**src/design/fcp_defines.svh**
```systemverilog
// fcp_defines.svh: register offsets, field positions, reset values and counts of the flash
// current protection block.
// assumes an APB slave with 32-bit data and word-aligned registers.
`ifndef FCP_DEFINES_SVH
`define FCP_DEFINES_SVH

`define FCP_OFF_CTRL        12'h000
`define FCP_OFF_SINK_A      12'h004
`define FCP_OFF_SINK_B      12'h008
`define FCP_OFF_BLANK       12'h00C
`define FCP_OFF_TEMP        12'h010
`define FCP_OFF_LOWBAT      12'h014
`define FCP_OFF_FAULT       12'h018
`define FCP_OFF_STATUS      12'h01C

`define FCP_CODE_W          5
`define FCP_CODE_MIN        5'h00
`define FCP_SINK_RST        5'h00
`define FCP_BLANK_POL_BIT   6
`define FCP_BLANK_RST       8'h00
`define FCP_TEMP_EN_BIT     3
`define FCP_TEMP_RST        4'h0
`define FCP_LB_RST          4'h0
`define FCP_HYST_OFF        2'h3
`define FCP_FLT_TEMP_BIT    3
`define FCP_FLT_OPEN_A_BIT  0
`define FCP_FLT_SHORT_A_BIT 1
`define FCP_FLT_OPEN_B_BIT  4
`define FCP_FLT_SHORT_B_BIT 5

// step interval choices in ns, picked by step_interval_sel
`define FCP_CLK_NS          5
`define FCP_STEP0_NS        1000
`define FCP_STEP1_NS        2000
`define FCP_STEP2_NS        4000
`define FCP_STEP3_NS        8000
// low-battery sample interval in ns
`define FCP_LB_NS           4000
`define FCP_SOFT_NS         2000
`define FCP_CNT_W           12

`endif

```
**src/design/fcp_pkg.sv**
```systemverilog
// fcp_pkg.sv: types shared by the flash current protection block.
// assumes fcp_defines.svh for the numeric constants.
`include "fcp_defines.svh"

package fcp_pkg;

    typedef logic [`FCP_CODE_W-1:0] fcp_code_t;

    typedef struct packed {
        logic lim_over;
        logic lowbat_low;
        logic lowbat_high;
        logic temp_low;
        logic open_a;
        logic short_a;
        logic open_b;
        logic short_b;
    } fcp_sense_t;

    typedef struct packed {
        fcp_code_t code_a;
        fcp_code_t code_b;
        logic      en_a;
        logic      en_b;
        logic      hiz;
        logic      boost_on;
        logic      soft_start;
    } fcp_drive_t;

    typedef enum logic [3:0] {
        FCP_ST_STANDBY = 4'h1,
        FCP_ST_SOFT    = 4'h2,
        FCP_ST_RUN     = 4'h4,
        FCP_ST_TERM    = 4'h8
    } fcp_state_t;

endpackage

```
**src/design/fcp_ctrl.sv**
```systemverilog
// fcp_ctrl.sv: digital control of the flash current sinks: transmit blank limiter,
// low-battery stepping, over-temperature termination, open/short latches, lockout.
// assumes APB master on pclk, presetn driven from the logic-supply lockout detector,
// analog comparators and the blank pin asynchronous to pclk.
//
// Notes on behaviour
// [RULE_01] blank start forces both sink codes to the lowest code at once.
// [RULE_02] then codes rise one LSB per step_interval_sel interval.
// [RULE_03] rising stops at programmed code; limit comparator high lowers one LSB.
// [RULE_04] while blank active keep stepping up or down by the comparator.
// [RULE_05] blank leaves stored sink registers and flash timer untouched.
// [RULE_06] blank release returns sinks straight to programmed codes.
// [RULE_07] blank polarity is bit 6 of blank_current_reg, reset active high.
// [RULE_08] three-bit threshold code in temperature control register.
// [RULE_09] temp below threshold in flash ends flash, sets sticky fault bit 3.
// [RULE_10] temp control bit 3 clear disables over-temperature termination.
// [RULE_11] low battery during flash or torch lowers sink code one step.
// [RULE_12] after each step wait one sample interval, resample, lower again.
// [RULE_13] above threshold plus hysteresis raises one step up to setting.
// [RULE_14] hysteresis field 11 keeps reduced code, no stepping back up.
// [RULE_15] low-battery loop runs for whole flash or torch event.
// [RULE_16] registers reset only by logic-supply lockout, not input lockout.
// [RULE_17] in logic lockout: registers reset, converter off, sinks high impedance.
// [RULE_18] valid logic supply: standby, sinks high impedance, bus accepted.
// [RULE_19] soft start restarts after lockout or converter re-enable. From TERM it goes to RUN without soft start if boost en is set, else STANDBY.
// [RULE_20] open/short monitoring only while that sink is enabled.
// [RULE_21] open/short fault sets sticky per-sink status bit.
// [RULE_22] host generates bus clock; device is a slave only.
// [RULE_23] comparator outputs synchronised before the stepping logic.
//
// Added by the designer: the address map and the APB interface to the registers.
`timescale 1ns/1ps
`default_nettype none
`include "fcp_defines.svh"

module fcp_ctrl
    import fcp_pkg::*;
(
    input  wire logic       pclk,
    input  wire logic       presetn,
    input  wire logic       psel,
    input  wire logic       penable,
    input  wire logic       pwrite,
    input  wire logic [11:0] paddr,
    input  wire logic [31:0] pwdata,
    output logic            pready,
    output logic     [31:0] prdata,
    output logic            pslverr,
    input  wire logic       pa_blank_input,
    input  wire logic       in_uvlo,
    input  wire fcp_sense_t sense_in,
    output fcp_drive_t      drive_out,
    output logic      [2:0] temp_thresh_code
);

    localparam int STEP0_CYC = `FCP_STEP0_NS / `FCP_CLK_NS;
    localparam int STEP1_CYC = `FCP_STEP1_NS / `FCP_CLK_NS;
    localparam int STEP2_CYC = `FCP_STEP2_NS / `FCP_CLK_NS;
    localparam int STEP3_CYC = `FCP_STEP3_NS / `FCP_CLK_NS;
    localparam int LB_CYC    = `FCP_LB_NS / `FCP_CLK_NS;
    localparam int SOFT_CYC  = `FCP_SOFT_NS / `FCP_CLK_NS;

    function automatic logic [`FCP_CNT_W-1:0] step_cycles(input logic [1:0] sel);
        case (sel)
            2'h0:    step_cycles = `FCP_CNT_W'(STEP0_CYC - 1);
            2'h1:    step_cycles = `FCP_CNT_W'(STEP1_CYC - 1);
            2'h2:    step_cycles = `FCP_CNT_W'(STEP2_CYC - 1);
            default: step_cycles = `FCP_CNT_W'(STEP3_CYC - 1);
        endcase
    endfunction

    function automatic fcp_code_t code_up(input fcp_code_t c, input fcp_code_t lim);
        code_up = (c < lim) ? fcp_code_t'(c + 1'b1) : lim;
    endfunction

    function automatic fcp_code_t code_dn(input fcp_code_t c);
        code_dn = (c > `FCP_CODE_MIN) ? fcp_code_t'(c - 1'b1) : `FCP_CODE_MIN;
    endfunction

    ////////////////////////////////////////////////////////////////////////
    // input synchronisers
    logic             blank_s1_r, blank_s2_r;
    fcp_sense_t       sense_s1_r, sense_s2_r;
    logic             uvlo_s1_r, uvlo_s2_r;

    always_ff @(posedge pclk or negedge presetn) begin
        if (!presetn) begin
            blank_s1_r <= 1'b0;
            blank_s2_r <= 1'b0;
            sense_s1_r <= '0;
            sense_s2_r <= '0;
            uvlo_s1_r  <= 1'b0;
            uvlo_s2_r  <= 1'b0;
        end else begin
            blank_s1_r <= pa_blank_input;
            blank_s2_r <= blank_s1_r;
            sense_s1_r <= sense_in;
            sense_s2_r <= sense_s1_r; // RULE_23
            uvlo_s1_r  <= in_uvlo;
            uvlo_s2_r  <= uvlo_s1_r;
        end
    end

    ////////////////////////////////////////////////////////////////////////
    // registers (reset only by presetn, the logic-supply lockout)
    // ctrl: [0] sink a en, [1] sink b en, [2] flash, [3] torch, [4] boost en
    logic      [4:0] ctrl_r, ctrl_nxt;
    fcp_code_t       set_a_r, set_a_nxt, set_b_r, set_b_nxt;
    logic      [7:0] blank_reg_r, blank_reg_nxt;
    logic      [3:0] temp_reg_r, temp_reg_nxt;
    logic      [3:0] lb_reg_r, lb_reg_nxt;
    logic      [5:0] fault_r, fault_nxt;
    logic            wr_en;
    logic     [31:0] rdata_nxt;
    logic      [5:0] flt_set, flt_clr;

    assign wr_en   = psel & penable & pwrite;
    assign pready  = 1'b1;
    assign pslverr = 1'b0;

    always_comb begin
        ctrl_nxt      = ctrl_r;
        set_a_nxt     = set_a_r;
        set_b_nxt     = set_b_r;
        blank_reg_nxt = blank_reg_r;
        temp_reg_nxt  = temp_reg_r;
        lb_reg_nxt    = lb_reg_r;
        flt_clr       = 6'h00;
        if (wr_en) begin
            case (paddr)
                `FCP_OFF_CTRL:   ctrl_nxt      = pwdata[4:0];
                `FCP_OFF_SINK_A: set_a_nxt     = pwdata[`FCP_CODE_W-1:0];
                `FCP_OFF_SINK_B: set_b_nxt     = pwdata[`FCP_CODE_W-1:0];
                `FCP_OFF_BLANK:  blank_reg_nxt = pwdata[7:0];
                `FCP_OFF_TEMP:   temp_reg_nxt  = pwdata[3:0]; // RULE_08
                `FCP_OFF_LOWBAT: lb_reg_nxt    = pwdata[3:0];
                `FCP_OFF_FAULT:  flt_clr       = pwdata[5:0];
                default: ;
            endcase
        end
        fault_nxt = (fault_r & ~flt_clr) | flt_set; // RULE_09 RULE_21
    end

    ////////////////////////////////////////////////////////////////////////
    // sink stepping state
    fcp_state_t      st_r, st_nxt;
    fcp_code_t       code_a_r, code_a_nxt, code_b_r, code_b_nxt;
    logic            blank_d_r, blank_d_nxt;
    logic [`FCP_CNT_W-1:0] step_cnt_r, step_cnt_nxt;
    logic [`FCP_CNT_W-1:0] lb_cnt_r, lb_cnt_nxt;
    logic [`FCP_CNT_W-1:0] soft_cnt_r, soft_cnt_nxt;
    logic            blank_act, event_on, lb_tick, step_tick, hyst_off;

    always_comb begin
        // RULE_07
        blank_act = blank_s2_r ^ blank_reg_r[`FCP_BLANK_POL_BIT];
        hyst_off  = (lb_reg_r[3:2] == `FCP_HYST_OFF);
        event_on  = (ctrl_r[2] | ctrl_r[3]) & (ctrl_r[0] | ctrl_r[1]);
        st_nxt       = st_r;
        code_a_nxt   = code_a_r;
        code_b_nxt   = code_b_r;
        blank_d_nxt  = blank_act;
        step_cnt_nxt = (step_cnt_r == '0) ? step_cycles(blank_reg_r[1:0]) : step_cnt_r - 1'b1;
        lb_cnt_nxt   = (lb_cnt_r == '0) ? `FCP_CNT_W'(LB_CYC - 1) : lb_cnt_r - 1'b1;
        soft_cnt_nxt = (soft_cnt_r == '0) ? '0 : soft_cnt_r - 1'b1;
        step_tick    = (step_cnt_r == '0);
        lb_tick      = (lb_cnt_r == '0);
        flt_set      = 6'h00;
        case (st_r)
            FCP_ST_STANDBY: begin
                code_a_nxt = set_a_r;
                code_b_nxt = set_b_r;
                if (ctrl_r[4] && !uvlo_s2_r) begin
                    st_nxt       = FCP_ST_SOFT; // RULE_19
                    soft_cnt_nxt = `FCP_CNT_W'(SOFT_CYC - 1);
                end
            end
            FCP_ST_SOFT: begin
                if (!ctrl_r[4] || uvlo_s2_r)
                    st_nxt = FCP_ST_STANDBY;
                else if (soft_cnt_r == '0)
                    st_nxt = FCP_ST_RUN;
            end
            FCP_ST_RUN: begin
                if (!ctrl_r[4] || uvlo_s2_r) begin
                    st_nxt = FCP_ST_STANDBY; // RULE_19
                end else if (ctrl_r[2] && temp_reg_r[`FCP_TEMP_EN_BIT]
                             && sense_s2_r.temp_low) begin
                    st_nxt = FCP_ST_TERM; // RULE_09 RULE_10
                    flt_set[`FCP_FLT_TEMP_BIT] = 1'b1;
                end else if (blank_act && !blank_d_r) begin
                    code_a_nxt   = `FCP_CODE_MIN; // RULE_01
                    code_b_nxt   = `FCP_CODE_MIN;
                    step_cnt_nxt = step_cycles(blank_reg_r[1:0]);
                end else if (blank_act) begin
                    if (sense_s2_r.lim_over) begin
                        code_a_nxt = code_dn(code_a_r); // RULE_03 RULE_04
                        code_b_nxt = code_dn(code_b_r);
                    end else if (step_tick) begin
                        code_a_nxt = code_up(code_a_r, set_a_r); // RULE_02 RULE_03
                        code_b_nxt = code_up(code_b_r, set_b_r);
                    end
                end else if (blank_d_r) begin
                    code_a_nxt = set_a_r; // RULE_06
                    code_b_nxt = set_b_r;
                end else if (event_on && lb_tick) begin // RULE_15
                    if (sense_s2_r.lowbat_low) begin
                        code_a_nxt = code_dn(code_a_r); // RULE_11 RULE_12
                        code_b_nxt = code_dn(code_b_r);
                    end else if (sense_s2_r.lowbat_high && !hyst_off) begin
                        code_a_nxt = code_up(code_a_r, set_a_r); // RULE_13 RULE_14
                        code_b_nxt = code_up(code_b_r, set_b_r);
                    end
                end else if (!event_on) begin
                    code_a_nxt = set_a_r;
                    code_b_nxt = set_b_r;
                end
            end
            FCP_ST_TERM: begin
                if (!ctrl_r[2])
                    st_nxt = ctrl_r[4] ? FCP_ST_RUN : FCP_ST_STANDBY;
            end
            default: st_nxt = FCP_ST_STANDBY;
        endcase
        // RULE_20 RULE_21
        if (st_r == FCP_ST_RUN && event_on && ctrl_r[0]) begin
            flt_set[`FCP_FLT_OPEN_A_BIT]  = sense_s2_r.open_a;
            flt_set[`FCP_FLT_SHORT_A_BIT] = sense_s2_r.short_a;
        end
        if (st_r == FCP_ST_RUN && event_on && ctrl_r[1]) begin
            flt_set[`FCP_FLT_OPEN_B_BIT]  = sense_s2_r.open_b;
            flt_set[`FCP_FLT_SHORT_B_BIT] = sense_s2_r.short_b;
        end
    end

    ////////////////////////////////////////////////////////////////////////
    // read data
    always_comb begin
        rdata_nxt = 32'h0000_0000;
        case (paddr)
            `FCP_OFF_CTRL:   rdata_nxt = {27'h0, ctrl_r};
            `FCP_OFF_SINK_A: rdata_nxt = {27'h0, set_a_r};
            `FCP_OFF_SINK_B: rdata_nxt = {27'h0, set_b_r};
            `FCP_OFF_BLANK:  rdata_nxt = {24'h0, blank_reg_r};
            `FCP_OFF_TEMP:   rdata_nxt = {28'h0, temp_reg_r};
            `FCP_OFF_LOWBAT: rdata_nxt = {28'h0, lb_reg_r};
            `FCP_OFF_FAULT:  rdata_nxt = {26'h0, fault_r};
            `FCP_OFF_STATUS: rdata_nxt = {18'h0, st_r, code_b_r, code_a_r};
            default:         rdata_nxt = 32'h0000_0000;
        endcase
    end

    assign prdata = rdata_nxt;

    ////////////////////////////////////////////////////////////////////////
    // registering
    always_ff @(posedge pclk or negedge presetn) begin
        if (!presetn) begin // RULE_16 RULE_17
            ctrl_r      <= 5'h00;
            set_a_r     <= `FCP_SINK_RST;
            set_b_r     <= `FCP_SINK_RST;
            blank_reg_r <= `FCP_BLANK_RST;
            temp_reg_r  <= `FCP_TEMP_RST;
            lb_reg_r    <= `FCP_LB_RST;
            fault_r     <= 6'h00;
            st_r        <= FCP_ST_STANDBY; // RULE_18
            code_a_r    <= `FCP_CODE_MIN;
            code_b_r    <= `FCP_CODE_MIN;
            blank_d_r   <= 1'b0;
            step_cnt_r  <= '0;
            lb_cnt_r    <= '0;
            soft_cnt_r  <= '0;
        end else begin
            ctrl_r      <= ctrl_nxt;
            set_a_r     <= set_a_nxt; // RULE_05
            set_b_r     <= set_b_nxt;
            blank_reg_r <= blank_reg_nxt;
            temp_reg_r  <= temp_reg_nxt;
            lb_reg_r    <= lb_reg_nxt;
            fault_r     <= fault_nxt;
            st_r        <= st_nxt;
            code_a_r    <= code_a_nxt;
            code_b_r    <= code_b_nxt;
            blank_d_r   <= blank_d_nxt;
            step_cnt_r  <= step_cnt_nxt;
            lb_cnt_r    <= lb_cnt_nxt;
            soft_cnt_r  <= soft_cnt_nxt;
        end
    end

    ////////////////////////////////////////////////////////////////////////
    // outputs
    always_comb begin
        drive_out.code_a     = code_a_r;
        drive_out.code_b     = code_b_r;
        drive_out.en_a       = (st_r == FCP_ST_RUN) && event_on && ctrl_r[0];
        drive_out.en_b       = (st_r == FCP_ST_RUN) && event_on && ctrl_r[1];
        drive_out.hiz        = (st_r != FCP_ST_RUN) || !event_on; // RULE_17 RULE_18
        drive_out.boost_on   = (st_r == FCP_ST_SOFT) || (st_r == FCP_ST_RUN)
                               || (st_r == FCP_ST_TERM);
        drive_out.soft_start = (st_r == FCP_ST_SOFT); // RULE_19
        temp_thresh_code     = temp_reg_r[2:0]; // RULE_08
    end

endmodule
`default_nettype wire

```
**config.mk**
```make
export PLATFORM = sky130hd
export DESIGN_NAME = fcp_ctrl
export DESIGN_NICKNAME = d
export VERILOG_FILES = /design/src/design/fcp_pkg.sv /design/src/design/fcp_ctrl.sv
export VERILOG_INCLUDE_DIRS = /design/src /design/src/design
export SDC_FILE = /design/constraint.sdc
export NUM_CORES = 1
export LEC_CHECK = 0
export BUFFER_PORTS_ARGS = -buffer_cell sky130_fd_sc_hd__buf_2
export CORE_MARGIN = 2
export CORE_UTILIZATION = 37
export CTS_CLUSTER_DIAMETER = 50
export DETAILED_ROUTE_END_ITERATION = 8
export PLACE_DENSITY = 0.56
export SLEW_MARGIN = 20
export SYNTH_ARGS = -nofsm -noshare
export SYNTH_HDL_FRONTEND = slang
export SYNTH_SLANG_ARGS = --single-unit
```
**constraint.sdc**
```tcl
create_clock -name pclk -period 6.65 [get_ports pclk]
set_input_delay 1.33 -clock pclk [delete_from_list [all_inputs] [get_ports pclk]]
set_output_delay 1.33 -clock pclk [all_outputs]
set_load 0.02 [all_outputs]
```
# After elaboration in Yosys (flattened, before gate mapping)
# Index checks and enable logic that the tools add are counted.
dict set report totals {
  mem_count 0
  latch_bits 0
  out_inout_bits 52
  ramBits 0
  romBits 0
  wordCells 164
  regBits 108
}
dict set report classes {
  n_eq_ne 24
  reduce_logical 32
  magnitude_cmp 4
  shifts 0
  bitwise 9
  div_mod_pow 0
  n_mul 0
  n_addsub 7
  mux 54
}
# operator count
set op_table {}
lappend op_table {{two-way mux 5 bit} 26}
lappend op_table {{one-hot mux 14 bit (8 select lines)} 1}
lappend op_table {{two-way mux 12 bit} 9}
lappend op_table {{equality test 12 x 5 -> 1 bit, second input constant} 4}
lappend op_table {{zero test 12 bit} 4}
lappend op_table {{subtractor 12 x 1 -> 12 bit, second input constant} 3}
lappend op_table {{one-hot mux 11 bit (3 select lines)} 1}
lappend op_table {{equality test 12 x 4 -> 1 bit, second input constant} 2}
lappend op_table {{two-way mux 4 bit} 6}
lappend op_table {{one-hot mux 5 bit (2 select lines)} 2}
lappend op_table {{one-hot mux 4 bit (4 select lines)} 1}
lappend op_table {{equality test 12 x 3 -> 1 bit, second input constant} 1}
lappend op_table {{two-way mux 6 bit} 2}
lappend op_table {{AND reduction 2 bit} 6}
lappend op_table {{adder 5 x 1 -> 5 bit, second input constant} 2}
lappend op_table {{> comparator 5 x 1 -> 1 bit, second input constant} 2}
lappend op_table {{< comparator 5 bit} 2}
lappend op_table {{subtractor 5 x 1 -> 5 bit, second input constant} 2}
lappend op_table {{logical AND 1 bit} 9}
lappend op_table {{inequality test 2 bit, second input constant} 4}
lappend op_table {{inequality test 7 bit, second input constant} 1}
lappend op_table {{AND 6 bit} 1}
lappend op_table {{inequality test 6 bit, second input constant} 1}
lappend op_table {{NOT 6 bit} 1}
lappend op_table {{23 further kinds} 37}

# Logic depth before layout (Yosys ltp)
dict set report depth {
  ltp_word 12
  mapped_depth 10
  mapped_depth_nobuf 8
}

# Least setup slack after synthesis
# Ideal clock, no wire load.
dict set report synth_timing {
  path_type {input to output}
  start {input port paddr[9]}
  end {output port prdata[0]}
  slack_ns 2.630
  t_arrival_ns 2.690
  cell_stages 7
  cell_sequence {nor4_2 > nand3_1 > or2_1 > buf_2 > nor2_1 > a22oi_1 > nand3_1}
}
dict set report synth_between {
  elab_chain_cells 2
  word_cells_on_any_way 9
  classes_between {7 x eq/ne; 1 x mux; 1 x reduce/logical}
}
# element line
set synth_lines {}
lappend synth_lines {{from (decl)} fcp_ctrl.sv:44} ;# input wire logic [11:0] paddr,
lappend synth_lines {{equality test 12 x 5 -> 1 bit (tied with other cells)} fcp_ctrl.sv:240} ;# case (paddr)
lappend synth_lines {{one-hot mux 14 bit (8 select lines) (*)} fcp_ctrl.sv:240}
lappend synth_lines {{to (decl)} fcp_ctrl.sv:47} ;# output logic [31:0] prdata,
# Every way passes the cells marked *; elsewhere a longest branch is shown, timed or not.

# Worst setup path in the final report
# Same ends and word-level chain as after synthesis.

==> out/metrics.csv <==
stage,metric,value,unit
run_status,outcome,completed,
power_and_ir_drop,Comb power frac,0.104,
worst_setup_path,CP Capture Point,prdata[0],
sta,skew final,0.01495,ns
layout,most frequent cells in the layout,"dfrtp_1 (107), buf_2 (65), nor2_1 (63)",
floorplanning,core area,0.01724,mm2
logic_synthesis,simple-gate share of the synthesized area,0.2032,
worst_setup_path,Worst Setup SP,paddr[9],
layout,layout cells sized above 1,0.1788,
power_and_ir_drop,Sw Pwr,0.0003936,W
clock_network,post-CTS resize count,0,
clock_network,clk root buf,clkbuf_16,
sta,final hold viol count,0,
clock_network,htree depth,3,
route,post-DR vias/cell,5.533,
floorplanning,Die H,136.7,um
floorplanning,IO Pins,111,
worst_setup_path,Worst Setup Start Kind,input port,
global_route,first-pass GRT wire length,27500,um
global_route,number of global-route vias before repair,5219,
route,"antenna viol nets, final",0,
logic_synthesis,mapped cell area,0.006514,mm2
min_path,worst min path class,flop to flop,
clock_network,CTS Hold Bufs,0,
floorplanning,die area,0.01868,mm2
sta,actual slew at the worst max-slew pin,0.9645,ns
global_route,largest net degree at the start of global routing,66,
power_and_ir_drop,Pwr Density,201.9,mW/mm2
sta,relative slew slack,0.3479,
worst_setup_path,WP data arrival,3.25,ns
logic_synthesis,mux contribution to synthesized area,0.06051,
logic_synthesis,Compound-Gate Fraction of Synth Area,0.1592,
floorplanning,Die X,136.7,um
logic_synthesis,"Seq/Total Area, Yosys",0.4151,
global_route,initial antenna violation count,0,
route,Initial DRC Count,426,
worst_setup_path,worst reg2reg endpoint,code_a_r[2]$_DFFE_PN0P_,
logic_synthesis,"Warnings, synthesis",0,
floorplanning,row count,48,
placement,post-DP HPWL,12250,um
logic_synthesis,Post-synth EDFFs,0,
worst_setup_path,CP Capture Type,primary output,
logic_synthesis,"FFs w/ async S/R, synth",1.000,
logic_synthesis,post-synthesis adder-cell area fraction,0.04418,
sta,final hold slack,0.3508,ns
worst_setup_path,r2r setup slk,3.65,ns
layout,"commonest non-fill, non-tap cell in the layout",dfrtp_1,
power_and_ir_drop,Pleak,3.192,nW
worst_setup_path,critical path class,input port to primary output,
route,vias,5361,
power_and_ir_drop,clock power share,0.388,
logic_synthesis,Synth cell types,84,
clock_network,worst skew pair latency,0.36,ns
worst_setup_path,WP data required,5.32,ns
power_and_ir_drop,Peak VDD IR,132.6,uV
route,drt first pass iters,5,
layout,Layout area overhead,10.22,%
sta,Sum Neg Setup Slack,0,ns
layout,ANT cells,0,
sta,maximum clock rate,218.5,MHz
clock_network,Num CTS Buffers,9,
sta,minimum clock period,4.577,ns
logic_synthesis,Post-Syn Instances,689,
clock_network,clock sinks,108,
flow_run,MaxCap Viol Count,0,
sta,Final Slew Violations,0,
sta,post-route worst setup slack,2.073,ns
logic_synthesis,xor/xnor cell area share of the yosys netlist,0.04572,
power_and_ir_drop,Pint,0.001056,W
logic_synthesis,Seq cells post-synth,108,
power_and_ir_drop,Net Sw Frac,0.2716,
route,final wirelength,16990,um
power_and_ir_drop,Flop pwr share,0.508,
placement,pre-CTS WS,2.052,ns
clock_network,CTS tree,done,
worst_setup_path,R2R Path Start,st_r[1]$_DFFE_PN0P_,
clock_network,Worst-path clk slew,0.08,ns
placement,Placer Congestion,0.8589,
global_route,Global Route Usage Sum,0.1902,
floorplanning,Initial Util,0.3779,
route,Wirelength per Cell,17.53,um
logic_synthesis,Synth Area per Inst,9.454,um2
global_route,aggregate global routing overflow,0,
worst_setup_path,Reg2Reg Depth,6,
sta,final setup violation count,0,
placement,port bufs,66,
sta,Tcrit/Tclk final,0.6883,
sta,RSZ-0062 raised after global routing,false,
worst_setup_path,CP Max Fanout,7,
clock_network,setup repair bufs after CTS,0,
logic_synthesis,largest family of logic cells by synthesized area,simple AND/OR/NAND/NOR gates,
route,drc violations,0,
layout,Final nets,821,
clock_network,Clock Tree Buf Depth,2,
logic_synthesis,"Primary FF master, synth",dfrtp_1,
## area by class of cell
cell class	count	area (um2)
timing repair buffer	70	362.8
fill	1709	10060
clock inverter	7	73.82
tap	225	281.5
sequential	108	2704
clock buffer	9	225.2
inverter	31	116.4
multi-input combinational	519	3416
## worst min path at each step
| stage | cells after the start | startpoint | slack [ns] | to |
|---|---|---|---|---|
| 6_report | 0 | sense_s1_r[7]$_DFF_PN0_ | 0.35 | sense_s2_r[7]$_DFF_PN0_ |
| 5_1_grt | 0 | sense_s1_r[5]$_DFF_PN0_ | 0.36 | sense_s2_r[5]$_DFF_PN0_ |
| 4_1_cts | 0 | blank_s1_r$_DFF_PN0_ | 0.35 | blank_s2_r$_DFF_PN0_ |
| 3_5_place_dp | 0 | blank_s1_r$_DFF_PN0_ | 0.33 | blank_s2_r$_DFF_PN0_ |
| 3_3_place_gp | 0 | uvlo_s1_r$_DFF_PN0_ | 0.33 | uvlo_s2_r$_DFF_PN0_ |
| 2_1_floorplan | 0 | blank_s1_r$_DFF_PN0_ | 0.33 | blank_s2_r$_DFF_PN0_ |
## worst max-delay path, cell delays in order
cell and delay, ns:
buf_2 0.10, nor4_2 0.29, nand3_1 0.23, or2_1 0.38, nor2_1 0.43, a22oi_1 0.17, nand3_1 0.14, buf_2 0.18
## kinds of logic after synthesis
kind of cell             count (synthesis)
flip-flops                             108
AND/OR/NAND/NOR                        254
AO/OA/AOI/OAI                          153
adder cells (fa/ha/maj)                 23
XOR/XNOR                                34
other                                    2
buffers and inverters                   80
multiplexers                            35
## routing by layer
layer / vias to the layer above / wire length (um) / global-route usage / share of wire
li1: 2530 / - / - / -
met5: - / 0 / 0 / 0
met2: 193 / 8028 / 0.3011 / 0.47
met4: 0 / 386 / 0.06713 / 0.023
met1: 2613 / 7665 / 0.2601 / 0.45
met3: 25 / 909 / 0.03630 / 0.054
## synthesized netlist by cell type, drive strengths merged, types with 3 or more instances
| master | number | area [um2] |
|---|---|---|
| nor3 | 29 | 171.4 |
| or3 | 9 | 63.81 |
| o2111ai | 4 | 35.03 |
| and2 | 12 | 75.08 |
| a21oi | 31 | 155.2 |
| o21a | 3 | 22.52 |
| a31oi | 15 | 106.4 |
| nor3b | 4 | 30.03 |
| nand3 | 22 | 115.1 |
| buf | 30 | 234.0 |
| or2 | 4 | 25.02 |
| o311ai | 3 | 33.79 |
| xor2 | 9 | 78.83 |
| nand4 | 3 | 18.77 |
| mux2 | 25 | 281.5 |
| a222oi | 4 | 40.04 |
| xnor2 | 25 | 219.0 |
| o22ai | 3 | 18.77 |
| nor2b | 8 | 50.05 |
| a22o | 7 | 61.31 |
| mux2i | 9 | 90.09 |
| ha | 23 | 287.8 |
| o21ai | 39 | 195.2 |
| nand2 | 59 | 221.5 |
| or4 | 9 | 71.32 |
| nor2 | 64 | 242.7 |
| nor4b | 4 | 35.03 |
| a211oi | 3 | 27.52 |
| dfrtp | 107 | 2678 |
| clkbuf | 19 | 111.4 |
| nand2b | 11 | 68.82 |
| nor4 | 9 | 77.57 |
| o31ai | 9 | 72.57 |
| o211ai | 7 | 52.55 |
| inv | 30 | 112.6 |
## per-stage QoR
stage | total power, W | instance area, um2 | cells | util
final | 0.001449 | 7179 | 969 | 0.4165
after global placement | 0.0008913 | 6880 | 953 | 0.3992
after global routing | 0.001516 | 7179 | 969 | 0.4165
after CTS | 0.001464 | 7179 | 969 | 0.4165
after detailed placement | 0.0009002 | 6880 | 953 | 0.3992
after floorplan | 0.0008543 | 6581 | 707 | -
## power groups by stage
stage,registers (W),clock network [W],logic (W)
after floorplan,0.000738,0,0.000117
after CTS,0.000736,0.000575,0.000152
after global routing,0.000744,0.000601,0.000171
after global placement,0.000746,0,0.000145
final,0.000736,0.000562,0.000150
after detailed placement,0.000749,0,0.000151
## state kept, by name, indices dropped and copies added (netlist names)
signal	cells
blank_s2_r	1
set_a_r	5
uvlo_s1_r	1
fault_r	6
step_cnt_r	12
uvlo_s2_r	1
lb_cnt_r	12
blank_s1_r	1
set_b_r	5
soft_cnt_r	12
code_a_r	5
sense_s1_r	8
st_r	4
sense_s2_r	8
blank_reg_r	8
temp_reg_r	4
code_b_r	5
ctrl_r	5
blank_d_r	1
lb_reg_r	4
No activity file was read; power rests on OpenSTA's default activity.
